<file path="config.mk">
export PLATFORM = sky130hd
export DESIGN_NAME = wdt_watchdog
export DESIGN_NICKNAME = d
export VERILOG_FILES = /design/src/design/wdt_pkg.sv /design/src/design/wdt_period_cnt.sv /design/src/design/wdt_tick_gen.sv /design/src/design/wdt_watchdog.sv
export VERILOG_INCLUDE_DIRS = /design/src /design/src/design
export SDC_FILE = /design/constraint.sdc
export NUM_CORES = 1
export LEC_CHECK = 0
export BUFFER_PORTS_ARGS = -buffer_cell sky130_fd_sc_hd__buf_2
export CORE_MARGIN = 2
export CORE_UTILIZATION = 57
export CTS_CLUSTER_DIAMETER = 30
export DETAILED_ROUTE_END_ITERATION = 16
export PLACE_DENSITY = 0.91
export SLEW_MARGIN = 10
export SYNTH_ARGS = -nofsm -noshare
export SYNTH_HDL_FRONTEND = slang
export SYNTH_SLANG_ARGS = --single-unit
</file>
<file path="constraint.sdc">
create_clock -name CLK_I -period 8.35 [get_ports CLK_I]
set_input_delay 1.67 -clock CLK_I [delete_from_list [all_inputs] [get_ports CLK_I]]
set_output_delay 1.67 -clock CLK_I [all_outputs]
set_load 0.02 [all_outputs]
</file>
<file path="src/design/wdt_defines.svh">
// Offsets, field positions, reset values and timing counts of the watchdog.
// Assumes it is included by bare name from every file that needs a figure.
`ifndef WDT_DEFINES_SVH
`define WDT_DEFINES_SVH

// Register indices; the byte address on the bus is four times the index.
`define WDT_CTRL_IDX       8'h21
`define WDT_CAUSE_IDX      8'h22
`define WDT_CTRL_ADDR      12'h084
`define WDT_CAUSE_ADDR     12'h088

// Field positions in the control register.
`define WDT_B_IRQ_FLAG     7
`define WDT_B_IRQ_EN       6
`define WDT_B_SEL_MSB      5
`define WDT_B_CHG_EN       4
`define WDT_B_WD_EN        3
// Field position of the cause flag in the reset cause register.
`define WDT_B_CAUSE        3

// Reset values.
`define WDT_RST_SEL        4'h0
`define WDT_RST_CE_CNT     3'h0

// Timing: oscillator rate, system rate, change-enable window.
`define WDT_OSC_KHZ        128
`define WDT_CLK_KHZ        125000
`define WDT_OSC_DIV        (`WDT_CLK_KHZ / `WDT_OSC_KHZ)
`define WDT_CE_CYCLES      4
`define WDT_BASE_TICKS     2048
`define WDT_SEL_MAX        4'h9

`endif

</file>
<file path="src/design/wdt_pkg.sv">
// Types shared by the watchdog modules.
// Assumes the figures themselves come from wdt_defines.svh.
package wdt_pkg;

    typedef enum logic [0:0] {
        WDT_CE_CLOSED = 1'b0,
        WDT_CE_OPEN   = 1'b1
    } wdt_ce_e;

    typedef struct packed {
        logic        irq_flag;
        logic        irq_en;
        logic [3:0]  sel;
        logic        wd_en;
        wdt_ce_e     ce_state;
        logic [2:0]  ce_cnt;
        logic        cause;
        logic        rst_pulse;
        logic        irq;
        logic        pready;
        logic        pslverr;
        logic [31:0] prdata;
    } wdt_state_s;

    typedef struct packed {
        logic [19:0] cnt;
        logic        expire;
    } wdt_cnt_s;

    typedef struct packed {
        logic [15:0] div;
        logic        tick;
    } wdt_tick_s;

endpackage : wdt_pkg

</file>
<file path="src/design/wdt_period_cnt.sv">
// Watchdog counter in oscillator ticks with selectable time-out period.
// Assumes tick_i is a one-cycle enable and clear_i wins over counting.
`timescale 1ns/1ns
`include "wdt_defines.svh"
module wdt_period_cnt (
    input  wire logic       clk_i,
    input  wire logic       arst_n_i,
    input  wire logic       tick_i,
    input  wire logic       clear_i,
    input  wire logic [3:0] sel_i,
    output logic            expire_o
);
    wdt_pkg::wdt_cnt_s r_reg;
    wdt_pkg::wdt_cnt_s r_next;
    logic [3:0]        sel_eff;
    logic [19:0]       term;

    // Reserved codes behave as the longest period.
    assign sel_eff = (sel_i > `WDT_SEL_MAX) ? `WDT_SEL_MAX : sel_i;
    assign term = 20'((21'(`WDT_BASE_TICKS) << sel_eff) - 21'h00_0001);

    always_comb
    begin
        r_next = r_reg;
        r_next.expire = 1'b0;
        if (clear_i)
        begin
            r_next.cnt = 20'h0_0000;
        end
        else if (tick_i)
        begin
            if (r_reg.cnt >= term)
            begin
                r_next.cnt    = 20'h0_0000;
                r_next.expire = 1'b1;
            end
            else
            begin
                r_next.cnt = r_reg.cnt + 20'h0_0001;
            end
        end
    end

    always_ff @(posedge clk_i or negedge arst_n_i)
    begin
        if (!arst_n_i)
            r_reg <= '0;
        else
            r_reg <= r_next;
    end

    assign expire_o = r_reg.expire;
endmodule : wdt_period_cnt

</file>
<file path="src/design/wdt_tick_gen.sv">
// Divider that stands in for the watchdog oscillator as an enable pulse.
// Assumes one system clock; DIV system cycles make one oscillator cycle.
`timescale 1ns/1ns
module wdt_tick_gen #(
    parameter int DIV = 976
) (
    input  wire logic clk_i,
    input  wire logic arst_n_i,
    output logic      tick_o
);
    wdt_pkg::wdt_tick_s r_reg;
    wdt_pkg::wdt_tick_s r_next;

    // The oscillator is an enable in the system domain, so restart,
    // enable and period changes need no crossing at all.
    always_comb
    begin
        r_next = r_reg;
        r_next.tick = 1'b0;
        if (r_reg.div >= 16'(DIV - 1))
        begin
            r_next.div  = 16'h0000;
            r_next.tick = 1'b1;
        end
        else
        begin
            r_next.div = r_reg.div + 16'h0001;
        end
    end

    always_ff @(posedge clk_i or negedge arst_n_i)
    begin
        if (!arst_n_i)
            r_reg <= '0;
        else
            r_reg <= r_next;
    end

    assign tick_o = r_reg.tick;

endmodule : wdt_tick_gen

</file>
<file path="src/design/wdt_watchdog.sv">
// Watchdog timer with APB control registers, reset and interrupt actions.
// Assumes one 125 MHz clock; the fuse, the restart, the vector-taken strobe
// and the global interrupt enable are synchronous to it.
`timescale 1ns/1ns
`include "wdt_defines.svh"

// Contract
// - Counter advances on the 128 kHz oscillator
// - Restart instruction clears the counter
// - Disable and any chip reset clear counter
// - Ten periods; expiry with reset action resets
// - Fuse picks safety level one or two
// - Period select split: bit 5, bits 2:0
// - Time-out flag set; cleared by vector/write-one
// - Interrupt needs global and watchdog enables
// - Enable pair selects stop, interrupt or reset
// - Reset enabled: time-out clears interrupt enable
// - Change-enable self-clears after four cycles
// - Enable clear needs change-enable; period change needs it in level two only
// - Level two keeps watchdog always enabled
// - Level one: cause flag forces enable on
// - Codes 0-9 give 2048 to 1048576 ticks
// - Watchdog reset pulse lasts one cycle
// - Cause flag set on watchdog reset, cleared by zero
// - Level two: enable value in second write ignored
module wdt_watchdog #(
    parameter int OSC_DIV = `WDT_OSC_DIV
) (
    // Clock and power-on reset
    input  wire logic        CLK_I,
    input  wire logic        ARST_N_I,
    // APB slave
    input  wire logic        PSEL_I,
    input  wire logic        PENABLE_I,
    input  wire logic        PWRITE_I,
    input  wire logic [11:0] PADDR_I,
    input  wire logic [31:0] PWDATA_I,
    output logic [31:0]      PRDATA_O,
    output logic             PREADY_O,
    output logic             PSLVERR_O,
    // Core side
    input  wire logic        CHIP_RST_I,
    input  wire logic        RESTART_I,
    input  wire logic        IRQ_TAKEN_I,
    input  wire logic        GLOBAL_IRQ_EN_I,
    input  wire logic        SAFETY_LEVEL_FUSE_I,
    output logic             WD_RESET_O,
    output logic             IRQ_O
);
    ////////////////////////////////////////////////////////////////////////
    // State and helpers.
    ////////////////////////////////////////////////////////////////////////
    wdt_pkg::wdt_state_s r_reg;
    wdt_pkg::wdt_state_s r_next;

    logic        tick;
    logic        expire;
    logic        level2;
    logic        wd_en_eff;
    logic        running;
    logic        ce_open;
    logic        access;
    logic        done;
    logic        hit_ctrl;
    logic        hit_cause;
    logic        wr_ctrl;
    logic        wr_cause;
    logic        cnt_clear;
    logic [7:0]  ctrl_view;
    logic [7:0]  wd;

    // Programmed fuse means level two.
    assign level2 = SAFETY_LEVEL_FUSE_I;
    assign ce_open = (r_reg.ce_state == wdt_pkg::WDT_CE_OPEN);
    assign wd_en_eff = r_reg.wd_en | level2 | r_reg.cause;
    assign running = wd_en_eff | r_reg.irq_en;

    assign access = PSEL_I & PENABLE_I;
    assign done = access & r_reg.pready;
    assign hit_ctrl = (PADDR_I == `WDT_CTRL_ADDR);
    assign hit_cause = (PADDR_I == `WDT_CAUSE_ADDR);
    assign wr_ctrl = done & PWRITE_I & hit_ctrl;
    assign wr_cause = done & PWRITE_I & hit_cause;
    assign wd = PWDATA_I[7:0];

    assign ctrl_view = {r_reg.irq_flag, r_reg.irq_en, r_reg.sel[3],
                        ce_open, wd_en_eff, r_reg.sel[2:0]};

    // The counter is held at zero while stopped and across any reset.
    assign cnt_clear = RESTART_I | ~running | CHIP_RST_I
                       | r_reg.rst_pulse;

    ////////////////////////////////////////////////////////////////////////
    // Oscillator and counter.
    ////////////////////////////////////////////////////////////////////////
    wdt_tick_gen #(
        .DIV (OSC_DIV)
    ) u_tick (
        .clk_i    (CLK_I),
        .arst_n_i (ARST_N_I),
        .tick_o   (tick)
    );

    wdt_period_cnt u_cnt (
        .clk_i    (CLK_I),
        .arst_n_i (ARST_N_I),
        .tick_i   (tick),
        .clear_i  (cnt_clear),
        .sel_i    (r_reg.sel),
        .expire_o (expire)
    );

    ////////////////////////////////////////////////////////////////////////
    // Next state.
    ////////////////////////////////////////////////////////////////////////
    always_comb
    begin
        r_next = r_reg;
        r_next.rst_pulse = 1'b0;

        // Bus answers one cycle into the access phase.
        r_next.pready = access & ~r_reg.pready;
        if (access & ~r_reg.pready)
        begin
            r_next.pslverr = ~(hit_ctrl | hit_cause);
            r_next.prdata = 32'h0000_0000;
            if (hit_ctrl & ~PWRITE_I)
                r_next.prdata[7:0] = ctrl_view;
            else if (hit_cause & ~PWRITE_I)
                r_next.prdata[`WDT_B_CAUSE] = r_reg.cause;
        end
        else if (~access)
        begin
            r_next.pslverr = 1'b0;
        end

        // Change-enable window counts down in system cycles.
        if (ce_open)
        begin
            if (r_reg.ce_cnt <= 3'h1)
            begin
                r_next.ce_state = wdt_pkg::WDT_CE_CLOSED;
                r_next.ce_cnt = `WDT_RST_CE_CNT;
            end
            else
            begin
                r_next.ce_cnt = r_reg.ce_cnt - 3'h1;
            end
        end

        // Flag clears come first so that a same-cycle time-out wins.
        if (IRQ_TAKEN_I)
            r_next.irq_flag = 1'b0;

        if (wr_ctrl)
        begin
            r_next.irq_en = wd[`WDT_B_IRQ_EN];
            if (wd[`WDT_B_IRQ_FLAG])
                r_next.irq_flag = 1'b0;
            if (wd[`WDT_B_WD_EN])
                r_next.wd_en = 1'b1;
            else if (ce_open & ~level2)
                r_next.wd_en = 1'b0;
            if (~level2 | ce_open)
                r_next.sel = {wd[`WDT_B_SEL_MSB], wd[2:0]};
            if (wd[`WDT_B_CHG_EN] & wd[`WDT_B_WD_EN])
            begin
                r_next.ce_state = wdt_pkg::WDT_CE_OPEN;
                r_next.ce_cnt = 3'(`WDT_CE_CYCLES);
            end
            else if (~wd[`WDT_B_CHG_EN])
            begin
                r_next.ce_state = wdt_pkg::WDT_CE_CLOSED;
                r_next.ce_cnt = `WDT_RST_CE_CNT;
            end
        end

        if (wr_cause & ~wd[`WDT_B_CAUSE])
            r_next.cause = 1'b0;

        // While the cause flag stands the stored enable is held set, so a
        // disable attempt made before the flag is cleared does not stick.
        if (r_reg.cause)
            r_next.wd_en = 1'b1;

        // Action on time-out follows the enable pair.
        if (expire)
        begin
            if (r_reg.irq_en)
            begin
                r_next.irq_flag = 1'b1;
                if (wd_en_eff)
                    r_next.irq_en = 1'b0;
            end
            else if (wd_en_eff)
            begin
                r_next.rst_pulse = 1'b1;
            end
        end

        // A chip reset returns control to its reset values; only power-on or a
        // written zero clears the cause flag, so it survives its own reset.
        if (r_reg.rst_pulse | CHIP_RST_I)
        begin
            r_next.irq_flag = 1'b0;
            r_next.irq_en = 1'b0;
            r_next.sel = `WDT_RST_SEL;
            r_next.wd_en = 1'b0;
            r_next.ce_state = wdt_pkg::WDT_CE_CLOSED;
            r_next.ce_cnt = `WDT_RST_CE_CNT;
            r_next.rst_pulse = 1'b0;
        end
        if (r_reg.rst_pulse)
            r_next.cause = 1'b1;

        // The request rises with the time-out itself, so a time-out that
        // also clears the interrupt enable is still delivered once.
        r_next.irq = r_reg.irq_en & GLOBAL_IRQ_EN_I
                     & (r_reg.irq_flag | expire);
    end

    always_ff @(posedge CLK_I or negedge ARST_N_I)
    begin
        if (!ARST_N_I)
            r_reg <= '0;
        else
            r_reg <= r_next;
    end

    assign PRDATA_O = r_reg.prdata;
    assign PREADY_O = r_reg.pready;
    assign PSLVERR_O = r_reg.pslverr;
    assign WD_RESET_O = r_reg.rst_pulse;
    assign IRQ_O = r_reg.irq;
endmodule : wdt_watchdog

</file>
* Word level (Yosys, flattened, before mapping)
Index checks and enable logic that the tools add are counted.
** Operators by class
- Add/sub/neg operators :: 4
- Equality and inequality tests :: 3
- Shift operators :: 1
- Bitwise gates (word level) :: 29
- Magnitude comparators :: 4
- Muxes and demuxes :: 36
- Reductions and logical operators :: 8
** Operators with widths (count)
- 20-bit two-way mux :: 2
- 12-bit by 8-bit == test with 1-bit output (second input constant) :: 2
- 4-bit two-way mux :: 6
- 11-bit two-way mux :: 2
- 21-bit two-way mux :: 1
- 20-bit by 1-bit adder with 20-bit output (second input constant) :: 1
- 20-bit greater-or-equal comparator :: 1
- 1-bit two-way mux :: 20
- 12-bit by 4-bit << shifter with 20-bit output (first input constant) :: 1
- 20-bit by 1-bit subtractor with 20-bit output (second input constant) :: 1
- 16-bit by 1-bit adder with 16-bit output (second input constant) :: 1
- 16-bit by 10-bit greater-or-equal comparator with 1-bit output (second input constant) :: 1
- 16-bit two-way mux :: 1
- 1-bit AND :: 13
- 1-bit bitwise OR :: 10
- 2-bit nonzero test :: 4
- 3-bit two-way mux :: 2
- 1-bit inverter :: 6
- 4-bit greater-than comparator (second input constant) :: 1
- 2-bit two-way mux :: 2
- 2-bit AND reduction :: 2
- 4-bit nonzero test :: 1
- 3-bit by 1-bit less-or-equal comparator with 1-bit output (second input constant) :: 1
- 3-bit nonzero test :: 1
- other kinds (2) :: 2
** Word-level totals
- Flip-flop bits (word level) :: 62
- Bits of input ports :: 54
- Output and inout port bits :: 36
- Word-level logic and storage cells :: 101

* Longest topological paths before layout
Gate-level depths: netlist of run 1.
- Depth in word-level cells :: 10
- Depth in mapped cells :: 16
- Gate-level depth less buffers :: 14

* By module
Synthesis of run 1 repeated with hierarchy kept, for this count alone.
** Unflattened totals
- Cells, all modules :: 380
- Area total of the unflattened synthesis :: 3667.3 um2
** By module, submodules not included
- wdt_period_cnt :: area each 1550.2 um2, times used 1, seq. area each 525.5 um2, cells each 176
- wdt_watchdog :: area each 1405.1 um2, times used 1, seq. area each 600.6 um2, cells each 138
- wdt_tick_gen :: area each 711.9 um2, times used 1, seq. area each 425.4 um2, cells each 66

* Least setup slack after synthesis of run 1
No wires, ideal clock.
- Path type :: input port to flip-flop
- Start :: input port CHIP_RST_I
- End :: register u_cnt.r_reg[12] (netlist bit)
- Arrival :: 3172 ps
- Library setup time :: 69 ps
- Cell stages on the path :: 8
- Path slack :: 5109 ps
- Data required time :: 8281 ps
- Path buffers :: 2
- Path through :: or2_1 > buf_6 > nor3_4 > o2111ai_2 > or2_1 > buf_2 > or3_1 > nand3_1
** On the way
- Cells in the longest elaborated chain, start to end :: 3
- Elaborated cells between the ends (all ways) :: 4
- Classes of those cells :: mux: 1; bitwise: 2; reduce/logical: 1
** RTL lines
- start, declared :: line wdt_watchdog.sv:42 : input wire logic CHIP_RST_I,
- 1-bit bitwise OR * :: line wdt_watchdog.sv:90 : assign cnt_clear = RESTART_I | ~running | CHIP_RST_I
- 1-bit bitwise OR * :: line wdt_watchdog.sv:91 : | r_reg.rst_pulse;
- 20-bit two-way mux / 2-bit nonzero test (equally long branches)
- end signal, assigned :: line wdt_period_cnt.sv:49 : r_reg <= r_next;
- end, declared :: line wdt_period_cnt.sv:13 : wdt_pkg::wdt_cnt_s r_reg;
Every way passes the cells marked *; elsewhere a longest branch is shown, timed or not.
A chain may end at the register's enable or synchronous reset.

* Worst setup path after layout of run 1
- Start :: register r_reg, in the netlist ctrl_view[2]
- End :: register u_cnt.r_reg[10] (netlist bit)
** On the way
- Cells in the longest elaborated chain, start to end :: 8
** RTL lines
- start, declared :: line wdt_watchdog.sv:53 : wdt_pkg::wdt_state_s r_reg;
- start signal, assigned :: line wdt_watchdog.sv:227 : r_reg <= r_next;
- 4-bit greater-than comparator (no source line)
- 4-bit two-way mux * :: line wdt_period_cnt.sv:19 : assign sel_eff = (sel_i > `WDT_SEL_MAX) ? `WDT_SEL_MAX : sel_i;
- 12-bit by 4-bit << shifter with 20-bit output * :: line wdt_period_cnt.sv:20 : assign term = 20'((21'(`WDT_BASE_TICKS) << sel_eff) - 21'h00_0001);
- 20-bit by 1-bit subtractor with 20-bit output * :: line wdt_period_cnt.sv:20
- 20-bit greater-or-equal comparator * :: line wdt_period_cnt.sv:32 : if (r_reg.cnt >= term)
- 20-bit two-way mux * :: line wdt_period_cnt.sv:32
- 21-bit two-way mux * :: line wdt_period_cnt.sv:30 : else if (tick_i)
- 20-bit two-way mux * :: line wdt_period_cnt.sv:26 : if (clear_i)
Every way passes the cells marked *; elsewhere a longest branch is shown, timed or not. The select of a mux whose other input is x is not followed.

==> results_dict.tcl, run 1 <==
set metrics [dict create \
    hold_path_depth 2 \
    netlist-cell-type-count 50 \
    power_density_nw_per_um2 156 \
    globalRoute.totalOverflow 0 \
    post-route-cell-area_um2 3720 \
    die_y_um 81.4 \
    comb_power_share 0.063 \
    vias_in_the_first_global_route 2556 \
    run_status "finished, final reports clean" \
    max-clock-path-buffers 2 \
    timing.final.max_slew_violations 0 \
    cts_made_buffers 9 \
    worstReg2RegEnd "u_cnt.r_reg[10]" \
    fraction_of_post_synthesis_cell_area_in_the_top_cell_type_by_area 0.454 \
    nFillCells 467 \
    detail_route.drc_violations 0 \
    largest_reg_flops 20 \
    die_width_um 81.4 \
    buffer_ports.inserted 41 \
    synth_ff_type "sky130_fd_sc_hd__dfrtp_1" \
    synthTopCellsByArea "sky130_fd_sc_hd__dfrtp_1 45%, sky130_fd_sc_hd__buf_4 7.0%, sky130_fd_sc_hd__ha_1 4.8%, sky130_fd_sc_hd__nand3_1 3.4%, sky130_fd_sc_hd__nand2_1 3.2%" \
    wire_length_of_the_first_global_routing_pass_mm 11.3 \
    cp_max_fo 25 \
    antenna_violating_nets_post_route 0 \
    clock_latency_ns 0.35 \
    synth.yosys.warnings 0 \
    largest_net_degree_at_the_start_of_global_routing 63 \
    number_of_antenna_violations_at_the_first_check_in_global_routing 0 \
    share_seq_of_total_power 0.524 \
    cts_hold_buf 0 \
    resized_cells_post_cts 0 \
    post-route-min-period_ns 3.89 \
    drive_above_1_share 0.167 \
    nNetsFinal 463 \
    start_util 0.584 \
    p_leak_uw 0.00181 \
    core-area_um2 5850 \
    max-cap-violations 0 \
    startpoint_type "register" \
    path_class "reg -> reg" \
    synth.ff_latch_count 62 \
    cts_tree "done" \
    layout.cells.most_common_list "62 x sky130_fd_sc_hd__dfrtp_1, 41 x sky130_fd_sc_hd__buf_2, 30 x sky130_fd_sc_hd__conb_1, 29 x sky130_fd_sc_hd__nand2_1, 27 x sky130_fd_sc_hd__nor2_1" \
    peak_supply_drop_mv 0.0875 \
    multiInputGateArea_um2 1640 \
    synth_edf_count 0 \
    clock_tree_root_buffer_cell "sky130_fd_sc_hd__clkbuf_8" \
    routed_wirelength_mm 6.71 \
    first_pass_iters 5 \
    tritoncts_num_sinks 62 \
    cts.repair_timing.setup_buffer_count 0 \
    highest_metal_used "met4" \
    hold_path_class "reg -> reg" \
    ys_seq_area_frac 0.454 \
    setup.worst_path.end_class "register" \
    layout-area-overhead-vs-synth_pct 8.90 \
    reg2reg_from "ctrl_view[2]" \
    power_switching_share 0.272 \
    cell_internal_pwr_uw 422 \
    grt_setup_unrepaired "no" \
    net_switching_power_uw 158 \
    ioPinCount 90 \
    gp_routability_congestion 0.822 \
    report.final.hold_viol_count 0 \
    worst_hold_startpoint "PRDATA_O[3]" \
    met3_wirelength_um 338 \
    required_time_at_the_worst_slack_endpoint_ns 8.61 \
    detailroute.via_count 2666 \
    drt-met1-wl_mm 2.92 \
    actual_transition_at_the_worst_max_transition_pin_ns 1.05 \
    globalRouteTotalUtil 0.222 \
    rows 28 \
    synth.cell_area_um2 3410 \
    placement.cell_area_um2 3540 \
    post-dp-hpwl_mm 4.74 \
    overall_power_consumption_uw 579 \
    design.die.area_um2 6630 \
    route.met2.wl_mm 3.32 \
    share_clk_of_total_power 0.413 \
    worstPathArrival_ns 4.15 \
    worst_hold_path.endpoint "PRDATA_O[3]" \
    setup-tns-final_ns 0 \
    h_tree_level_count 3 \
    setup_viol 0 \
    final_common_cell "sky130_fd_sc_hd__dfrtp_1" \
    synth_top_area_cell "sky130_fd_sc_hd__dfrtp_1" \
    asyncSetResetFlopFracSynth 1.00 \
    clk_pin_slew_ns 0.07 \
    synth_area_per_cell_um2 9.56 \
    route.detailed.vias_per_inst 5.60 \
    reg2reg_depth 13 \
    finalHoldWorstSlack_ns 0.471 \
    synth_cells 357 \
    post-route-period-util 0.466 \
    inserted_diodes 0 \
    timing.reg2reg.setup_slack_ns 4.46 \
    timing.clock.skew_ns 0.00990 \
    relSlewSlack 0.295 \
    drt_iter0_markers 179 \
    max_freq_mhz 257 \
    routedWlPerCell_um 14.1 \
    final-seq-area_um2 1550 \
]
-- cell usage after synthesis (all sizes together) (3+ instances only) --
cell type and count:
and2 3, a31oi 12, inv 11, o21ai 14, nand2b 4, and3 10, clkbuf 7, nor3 8
buf 36, nand2 29, a21o 3, xnor2 4, nand3b 4, nor2 28, mux2i 6, xor2 4
a21oi 21, ha 13, dfrtp 62, a22o 9, nor2b 3, or2 3, or3 9, nand3 23
nor4 9
-- worst max path at each step --
stage,startpoint,endpoint,slack (ns)
floorplan,CHIP_RST_I,u_cnt.r_reg[12],5.11
global placement,CHIP_RST_I,u_cnt.r_reg[10],4.52
detailed placement,CHIP_RST_I,u_cnt.r_reg[10],4.41
CTS,ctrl_view[2],u_cnt.r_reg[10],4.47
global route,ctrl_view[2],u_cnt.r_reg[10],4.12
finish,ctrl_view[2],u_cnt.r_reg[10],4.46
-- cells by family after synthesis --
family,share of synthesized area
AND/OR/NAND/NOR,0.217
AO/OA/AOI/OAI,0.140
flip-flops,0.454
buffers and inverters,0.0978
adder cells (fa/ha/maj),0.0476
XOR/XNOR,0.0205
multiplexers,0.0209
other,0.00110
-- power groups by stage --
stage / clock network, uW / registers [uW] / logic [uW]
2_1_floorplan: 0 / 310 / 28.6
3_3_place_gp: 0 / 310 / 35.5
3_5_place_dp: 0 / 310 / 36.3
4_1_cts: 243 / 304 / 36.3
5_1_grt: 256 / 304 / 41.3
6_report: 239 / 304 / 36.4
-- critical path, cell delays in order, from the launching register on --
cell	delay, ns
sky130_fd_sc_hd__dfrtp_1	0.48
sky130_fd_sc_hd__nor2_1	0.26
sky130_fd_sc_hd__nand3b_1	0.12
sky130_fd_sc_hd__ha_1	0.28
sky130_fd_sc_hd__nor3_1	0.21
sky130_fd_sc_hd__a21o_1	0.12
sky130_fd_sc_hd__a32oi_1	0.12
sky130_fd_sc_hd__ha_1	0.32
sky130_fd_sc_hd__a41o_1	0.23
sky130_fd_sc_hd__a21oi_1	0.21
sky130_fd_sc_hd__o2111ai_2	0.23
sky130_fd_sc_hd__nor2_2	0.77
sky130_fd_sc_hd__o21ai_0	0.22
sky130_fd_sc_hd__a31oi_1	0.23
-- area by class of cell --
cell class,count,share of cell area
flip-flops and latches,62,0.417
multi-input cells,270,0.440
clock inverters,7,0.0155
inverters,11,0.0111
clock buffers,9,0.0333
repair buffers,42,0.0572
well taps,75,0.0252
-- metrics by stage --
step	cells	setup WS [ns]	utilization
final	476	4.46	0.636
after floorplan	386	5.11	-
after CTS	476	4.47	0.636
after global routing	476	4.12	0.636
after detailed placement	460	4.41	0.605
after global placement	460	4.52	0.605
-- metal layers --
layer / vias to the layer above / global-route usage
met5: - / 0
met4: 0 / 0.120
met3: 10 / 0.0422
met2: 94 / 0.372
met1: 1260 / 0.270
li1: 1302 / -
No activity file was read; power rests on OpenSTA's default activity.
==> run 2, diff against run 1 <==
--- a/config.mk
+++ b/config.mk
@@ -6,12 +6,13 @@
 export SDC_FILE = /design/constraint.sdc
 export NUM_CORES = 1
 export LEC_CHECK = 0
+export ABC_AREA = 1
 export BUFFER_PORTS_ARGS = -buffer_cell sky130_fd_sc_hd__buf_2
 export CORE_MARGIN = 2
-export CORE_UTILIZATION = 57
+export CORE_UTILIZATION = 49
 export CTS_CLUSTER_DIAMETER = 30
 export DETAILED_ROUTE_END_ITERATION = 16
-export PLACE_DENSITY = 0.91
+export PLACE_DENSITY = 0.83
 export SLEW_MARGIN = 10
 export SYNTH_ARGS = -nofsm -noshare
 export SYNTH_HDL_FRONTEND = slang
==> constraint.sdc (replaced) <==
create_clock -name CLK_I -period 3.11 [get_ports CLK_I]
set_input_delay 0.622 -clock CLK_I [delete_from_list [all_inputs] [get_ports CLK_I]]
set_output_delay 0.622 -clock CLK_I [all_outputs]
set_load 0.02 [all_outputs]
==> results_dict.tcl, run 2 <==
set metrics [dict create \
    p_leak_uw 0.00210 \
    cts_made_buffers 9 \
    cell_internal_pwr_uw 1220 \
    antenna_violating_nets_post_route 0 \
    routed_wirelength_mm 7.94 \
    run_status "finished, final reports clean" \
    cp_max_fo 14 \
    post-dp-hpwl_mm 5.88 \
    layout-area-overhead-vs-synth_pct 9.83 \
    cts_tree "done" \
    worstReg2RegEnd "u_cnt.r_reg[4]" \
    globalRouteTotalUtil 0.205 \
    synthTopCellsByArea "sky130_fd_sc_hd__dfrtp_1 41%, sky130_fd_sc_hd__nand2_1 10%, sky130_fd_sc_hd__nor2_1 7.4%, sky130_fd_sc_hd__buf_4 6.3%, sky130_fd_sc_hd__inv_1 5.9%" \
    clock_latency_ns 0.35 \
    largest_reg_flops 20 \
    synth-xor-area-share 0.0368 \
    main_combinational_cell_family_by_area_after_synthesis "simple AND/OR/NAND/NOR gates" \
    drt_iter0_markers 206 \
    grt_setup_unrepaired "no" \
    gp_routability_congestion 0.905 \
    post-route-min-period_ns 2.80 \
    path_class "reg -> reg" \
    synth_ff_type "sky130_fd_sc_hd__dfrtp_1" \
    core-area_um2 7610 \
    setup_viol 0 \
    share_clk_of_total_power 0.439 \
    peak_supply_drop_mv 0.299 \
    design.die.area_um2 8490 \
    reg2reg_depth 17 \
    setup-tns-final_ns 0 \
    setup.worst_path.end_class "register" \
    tritoncts_num_sinks 62 \
    hold_path_class "in -> async" \
    max-clock-path-buffers 2 \
    max_freq_mhz 357 \
    clk_pin_slew_ns 0.07 \
    synth_area_per_cell_um2 7.74 \
    synth_cells 492 \
    report.final.hold_viol_count 0 \
    cts.repair_timing.setup_buffer_count 0 \
    post-route-period-util 0.901 \
    reg2reg_from "ctrl_view[1]" \
    stdcell_count 642 \
    cell_seen_most_often_among_critical_path_stages "sky130_fd_sc_hd__nand2_1" \
    timing.final.max_slew_violations 0 \
    clock_tree_root_buffer_cell "sky130_fd_sc_hd__clkbuf_8" \
    final_common_cell "sky130_fd_sc_hd__nand2_1" \
    wire_length_of_the_first_global_routing_pass_mm 13.8 \
    nNetsFinal 602 \
    number_of_antenna_violations_at_the_first_check_in_global_routing 0 \
    synth.yosys.warnings 0 \
    required_time_at_the_worst_slack_endpoint_ns 3.38 \
    asyncSetResetFlopFracSynth 1.00 \
    ioPinCount 90 \
    met2_usage_grt 0.350 \
    grtUsageMet1 0.249 \
    synth_fa_ha_area_frac 0.0427 \
    inserted_diodes 0 \
    cts_hold_buf 0 \
    largest_net_degree_at_the_start_of_global_routing 38 \
    buffer_ports.inserted 41 \
    net_switching_power_uw 445 \
    timing.reg2reg.setup_slack_ns 0.31 \
    synth.cell_area_um2 3810 \
    share_seq_of_total_power 0.493 \
    routedWlPerCell_um 12.4 \
    path_cells "inv_1 -> nand2_1 -> nor2_1 -> inv_1 -> nor2_1 -> inv_1 -> ha_1 -> nand3_1 -> xnor2_1 -> ha_1 -> nand2_1 -> nand2_1 -> a21oi_1 -> nand2_1 -> nor2_1 -> nand3_4 -> o21bai_1" \
    nFillCells 696 \
    top_usage_layer "met2" \
    resized_cells_post_cts 0 \
    netlist-cell-type-count 35 \
    synthMostInstantiatedCell "sky130_fd_sc_hd__nand2_1" \
    comb_power_share 0.068 \
    synth_top_area_cell "sky130_fd_sc_hd__dfrtp_1" \
    slowest_cell_delay_on_critical_path_ns 0.46 \
    synth_mux_area_frac 0 \
    die_y_um 92.1 \
    drive_above_1_share 0.146 \
    globalRoute.totalOverflow 0 \
    power_density_nw_per_um2 399 \
    die_width_um 92.1 \
    detail_route.drc_violations 0 \
    ys_seq_area_frac 0.408 \
    synth_simple_gate_area_frac 0.283 \
    start_util 0.500 \
    startpoint_type "register" \
    rows 32 \
    place_inst 626 \
    max-cap-violations 0 \
    timing.clock.skew_ns 0.0169 \
    h_tree_level_count 3 \
    power_switching_share 0.267 \
    synth_edf_count 0 \
    detailroute.via_count 3221 \
    synth.ff_latch_count 62 \
    layout.cells.most_common_list "103 x sky130_fd_sc_hd__nand2_1, 73 x sky130_fd_sc_hd__nor2_1, 61 x sky130_fd_sc_hd__dfrtp_1, 60 x sky130_fd_sc_hd__inv_1, 41 x sky130_fd_sc_hd__buf_2" \
    actual_transition_at_the_worst_max_transition_pin_ns 0.628 \
    synth.top_cells.by_count "103 x sky130_fd_sc_hd__nand2_1, 75 x sky130_fd_sc_hd__nor2_1, 62 x sky130_fd_sc_hd__dfrtp_1" \
    fraction_of_post_synthesis_cell_area_in_the_top_cell_type_by_area 0.408 \
    synth_compound_area_frac 0.0940 \
    first_pass_iters 5 \
    vias_in_the_first_global_route 3148 \
    worstPathArrival_ns 3.07 \
    gr-usage-met3 0.0435 \
    relSlewSlack 0.580 \
    cp_slowest_cell "sky130_fd_sc_hd__dfrtp_2" \
    route.detailed.vias_per_inst 5.02 \
]
## run 2: cell types whose count changed after synthesis, sizes merged, moves of 10 or more
cell    delta
inv       +49
and3      -10
nand3     +19
o21bai    +13
nor2      +51
nand2     +75
a31oi     -11
## run 2: how the worst max path moves through the flow
stage	cells past startpoint	end	slack, ns	from
finish	17	u_cnt.r_reg[4]	0.31	ctrl_view[1]
global route	17	u_cnt.r_reg[1]	0.0003	ctrl_view[1]
CTS	17	u_cnt.r_reg[2]	0.24	ctrl_view[1]
detailed placement	17	u_cnt.r_reg[4]	0.32	ctrl_view[1]
global placement	17	u_cnt.r_reg[19]	0.39	ctrl_view[1]
floorplan	19	u_cnt.r_reg[10]	0.64	ctrl_view[2]
## run 2: worst max-delay path: cells and delay by family (launching register included)
kind / cells / cell delay, ns
buffers and inverters: 3 / 0.24
AO/OA/AOI/OAI: 2 / 0.37
AND/OR/NAND/NOR: 9 / 1.01
flip-flops: 1 / 0.46
XOR/XNOR: 1 / 0.14
adder cells (fa/ha/maj): 2 / 0.48
## run 2: final cells by class
type / instances / area (um2) / area share
timing repair buffer: 42 / 213 / 0.0509
multi-input combinational: 359 / 1860 / 0.444
clock buffer: 9 / 124 / 0.0296
sequential: 62 / 1550 / 0.371
inverter: 61 / 229 / 0.0548
clock inverter: 7 / 77.6 / 0.0186
tap: 102 / 128 / 0.0305
## run 2: stage by stage
| stage | hold WS (ns) | power (uW) | utilization | setup slack (ns) | instance area, um2 |
|---|---|---|---|---|---|
| 3_5_place_dp | 0.459 | 951 | 0.522 | 0.315 | 3970 |
| 6_report | 0.277 | 1670 | 0.550 | 0.308 | 4180 |
| 2_1_floorplan | 0.326 | 931 | - | 0.639 | 3920 |
| 3_3_place_gp | 0.447 | 948 | 0.522 | 0.393 | 3970 |
| 5_1_grt | 0.313 | 1730 | 0.550 | 0.000287 | 4180 |
| 4_1_cts | 0.282 | 1680 | 0.549 | 0.245 | 4170 |
## run 2: power by group through the flow
stage	clock (uW)	sequential (uW)	combinational [uW]
6_report	732	823	113
5_1_grt	784	824	127
4_1_cts	745	823	113
3_5_place_dp	0	839	113
3_3_place_gp	0	838	110
2_1_floorplan	0	839	91.3
## run 2: cells by family (layout without fill, tap and decap cells)
family / count (synthesis) / count (layout)
and+or+nand+nor: 246 / 246
xor gates and xnor gates: 16 / 16
AOI/OAI and AO/OA: 54 / 54
adders and majority gates: 13 / 13
other: 1 / 30
buffers and inverters: 100 / 119
DFF: 62 / 62
## run 2: routing by layer
metal / wire length [um] / vias to the layer above
met5: 0 / -
met4: 144 / 0
met3: 351 / 14
met2: 4060 / 86
met1: 3390 / 1533
li1: - / 1588
==> run 3, diff against run 2 <==
--- a/config.mk
+++ b/config.mk
@@ -6,10 +6,9 @@
 export SDC_FILE = /design/constraint.sdc
 export NUM_CORES = 1
 export LEC_CHECK = 0
-export ABC_AREA = 1
 export BUFFER_PORTS_ARGS = -buffer_cell sky130_fd_sc_hd__buf_2
 export CORE_MARGIN = 2
-export CORE_UTILIZATION = 49
+export CORE_UTILIZATION = 48
 export CTS_CLUSTER_DIAMETER = 30
 export DETAILED_ROUTE_END_ITERATION = 16
 export PLACE_DENSITY = 0.83
==> results_dict.tcl, run 3 (synthesis results as in run 1) <==
set metrics [dict create \
    run_status "finished, final reports clean" \
    cell_internal_pwr_uw 1290 \
    setup.worst_path.start "ctrl_view[5]" \
    startpoint_type "register" \
    drt_iter0_markers 91 \
    buffer_ports.inserted 41 \
    post-route-period-util 0.944 \
    actual_transition_at_the_worst_max_transition_pin_ns 0.764 \
    cp_slowest_cell "sky130_fd_sc_hd__dfrtp_1" \
    timing.clock.skew_ns 0.00896 \
    power_switching_share 0.243 \
    setup_viol 0 \
    routedWlPerCell_um 14.0 \
    path_cells "nor2_2 -> nand3b_1 -> ha_2 -> buf_4 -> mux2i_1 -> nor2_1 -> a21oi_1 -> ha_1 -> a21oi_2 -> o21a_1 -> o2111ai_2 -> or2_4 -> or3_1 -> o21ai_1" \
    reg2reg_depth 14 \
    wire_length_of_the_first_global_routing_pass_mm 11.1 \
    final_common_cell "sky130_fd_sc_hd__dfrtp_1" \
    timing.final.max_slew_violations 0 \
    detail_route.drc_violations 0 \
    stdcell_count 511 \
    p_leak_uw 0.00191 \
    power_density_nw_per_um2 435 \
    number_of_antenna_violations_at_the_first_check_in_global_routing 0 \
    worstReg2RegEnd "u_cnt.r_reg[20]" \
    peak_supply_drop_mv 0.254 \
    max-cap-violations 0 \
    crit_end "u_cnt.r_reg[20]" \
    fin_ws_ns 0.174 \
    layout.cells.most_common_list "62 x sky130_fd_sc_hd__dfrtp_1, 41 x sky130_fd_sc_hd__buf_2, 30 x sky130_fd_sc_hd__conb_1, 28 x sky130_fd_sc_hd__nand2_1, 26 x sky130_fd_sc_hd__nor2_1" \
    antenna_violating_nets_post_route 0 \
    worstPathArrival_ns 3.21 \
    route.detailed.vias_per_inst 5.35 \
    nNetsFinal 477 \
    reg2reg_from "ctrl_view[5]" \
    cts_made_buffers 9 \
    timing.reg2reg.setup_slack_ns 0.17 \
    globalRouteTotalUtil 0.186 \
    max_freq_mhz 341 \
    layout-area-overhead-vs-synth_pct 15.2 \
    tritoncts_num_sinks 62 \
    routed_wirelength_mm 7.13 \
    die_y_um 88.3 \
    inserted_diodes 0 \
    core-area_um2 6830 \
    largest_reg_flops 20 \
    relSlewSlack 0.491 \
    clock_tree_root_buffer_cell "sky130_fd_sc_hd__clkbuf_8" \
    gp_routability_congestion 0.812 \
    path_class "reg -> reg" \
    finalHoldWorstSlack_ns 0.428 \
    cts_hold_buf 0 \
    required_time_at_the_worst_slack_endpoint_ns 3.39 \
    die_width_um 88.3 \
    place_inst 493 \
    clk_pin_slew_ns 0.07 \
    report.final.hold_viol_count 0 \
    start_util 0.500 \
    detailroute.via_count 2734 \
    comb_power_share 0.061 \
    post-dp-hpwl_mm 5.04 \
    cts_tree "done" \
    drive_above_1_share 0.212 \
    net_switching_power_uw 416 \
    cp_max_fo 10 \
    h_tree_level_count 3 \
    globalRoute.totalOverflow 0 \
    post_place_setup_slack_ns 0.00389 \
    ioPinCount 90 \
    largest_net_degree_at_the_start_of_global_routing 63 \
    setup.worst_path.end_class "register" \
    finalCoreUtilization 0.576 \
    rows 30 \
    clock_latency_ns 0.35 \
    design.die.area_um2 7800 \
    max-clock-path-buffers 2 \
    share_seq_of_total_power 0.477 \
    post-route-min-period_ns 2.94 \
    hold_path_class "in -> async" \
    slowest_cell_delay_on_critical_path_ns 0.40 \
    vias_in_the_first_global_route 2485 \
    first_pass_iters 5 \
    share_clk_of_total_power 0.462 \
]
## run 3: cell types whose count changed in the layout (fill, tap and decap cells not counted), sizes merged, moves of 11 or more
cell / delta
nand2: -75
nor2: -51
o21bai: -13
buf: +13
a31oi: +11
nand3: -19
inv: -53
## run 3: area by class of cell
| cell class | count | area [um2] |
|---|---|---|
| flip-flops and latches | 62 | 1550 |
| clock inverters | 7 | 98.8 |
| inverters | 11 | 41.3 |
| well taps | 96 | 120 |
| multi-input cells | 270 | 1670 |
| fillers | 597 | 2900 |
| clock buffers | 9 | 124 |
| repair buffers | 56 | 325 |
## run 3: worst min-delay path by stage
stage                                  to  slack (ns)  cells past startpoint
final                         PRDATA_O[5]        0.43                      2
after global routing      u_cnt.r_reg[11]        0.51                      1
after CTS                         ce_open        0.46                      2
after detailed placement  u_cnt.r_reg[11]        0.48                      1
after global placement    u_cnt.r_reg[11]        0.46                      1
after floorplan                     IRQ_O        0.33                      0
## run 3: critical path, delay by kind of cell, from the launching register on
kind                     cells  cell delay (ns)
adder cells (fa/ha/maj)      2             0.50
AO/OA/AOI/OAI                5             0.67
flip-flops                   1             0.40
buffers and inverters        1             0.15
multiplexers                 1             0.14
AND/OR/NAND/NOR              5             1.00
## run 3: routing by layer
| metal | vias up | share of wire | global-route usage |
|---|---|---|---|
| met1 | 1304 | 0.42 | 0.226 |
| met2 | 97 | 0.50 | 0.316 |
| met4 | 0 | 0.013 | 0.0978 |
| met5 | - | 0 | 0 |
| li1 | 1325 | - | - |
| met3 | 8 | 0.065 | 0.0336 |
## run 3: power groups by stage
stage | logic [uW] | clock network (uW) | registers [uW]
after global routing | 117 | 842 | 816
final | 104 | 791 | 816
after floorplan | 76.9 | 0 | 833
after detailed placement | 100 | 0 | 831
after CTS | 101 | 808 | 816
after global placement | 98.2 | 0 | 831
## run 3: through the flow
| stage | total power [uW] | cell area [um2] | setup TNS, ns |
|---|---|---|---|
| floorplan | 909 | 3530 | 0 |
| global placement | 929 | 3660 | 0 |
| detailed placement | 932 | 3660 | 0 |
| CTS | 1720 | 3880 | 0 |
| global route | 1770 | 3940 | -0.00593 |
| finish | 1710 | 3940 | 0 |
## run 3: repair_timing
item	in CTS	in global routing
resized for setup	1	10
setup buffers	0	1
pin swaps	0	1
endpoints found under the setup margin	4	19
cloned	0	1
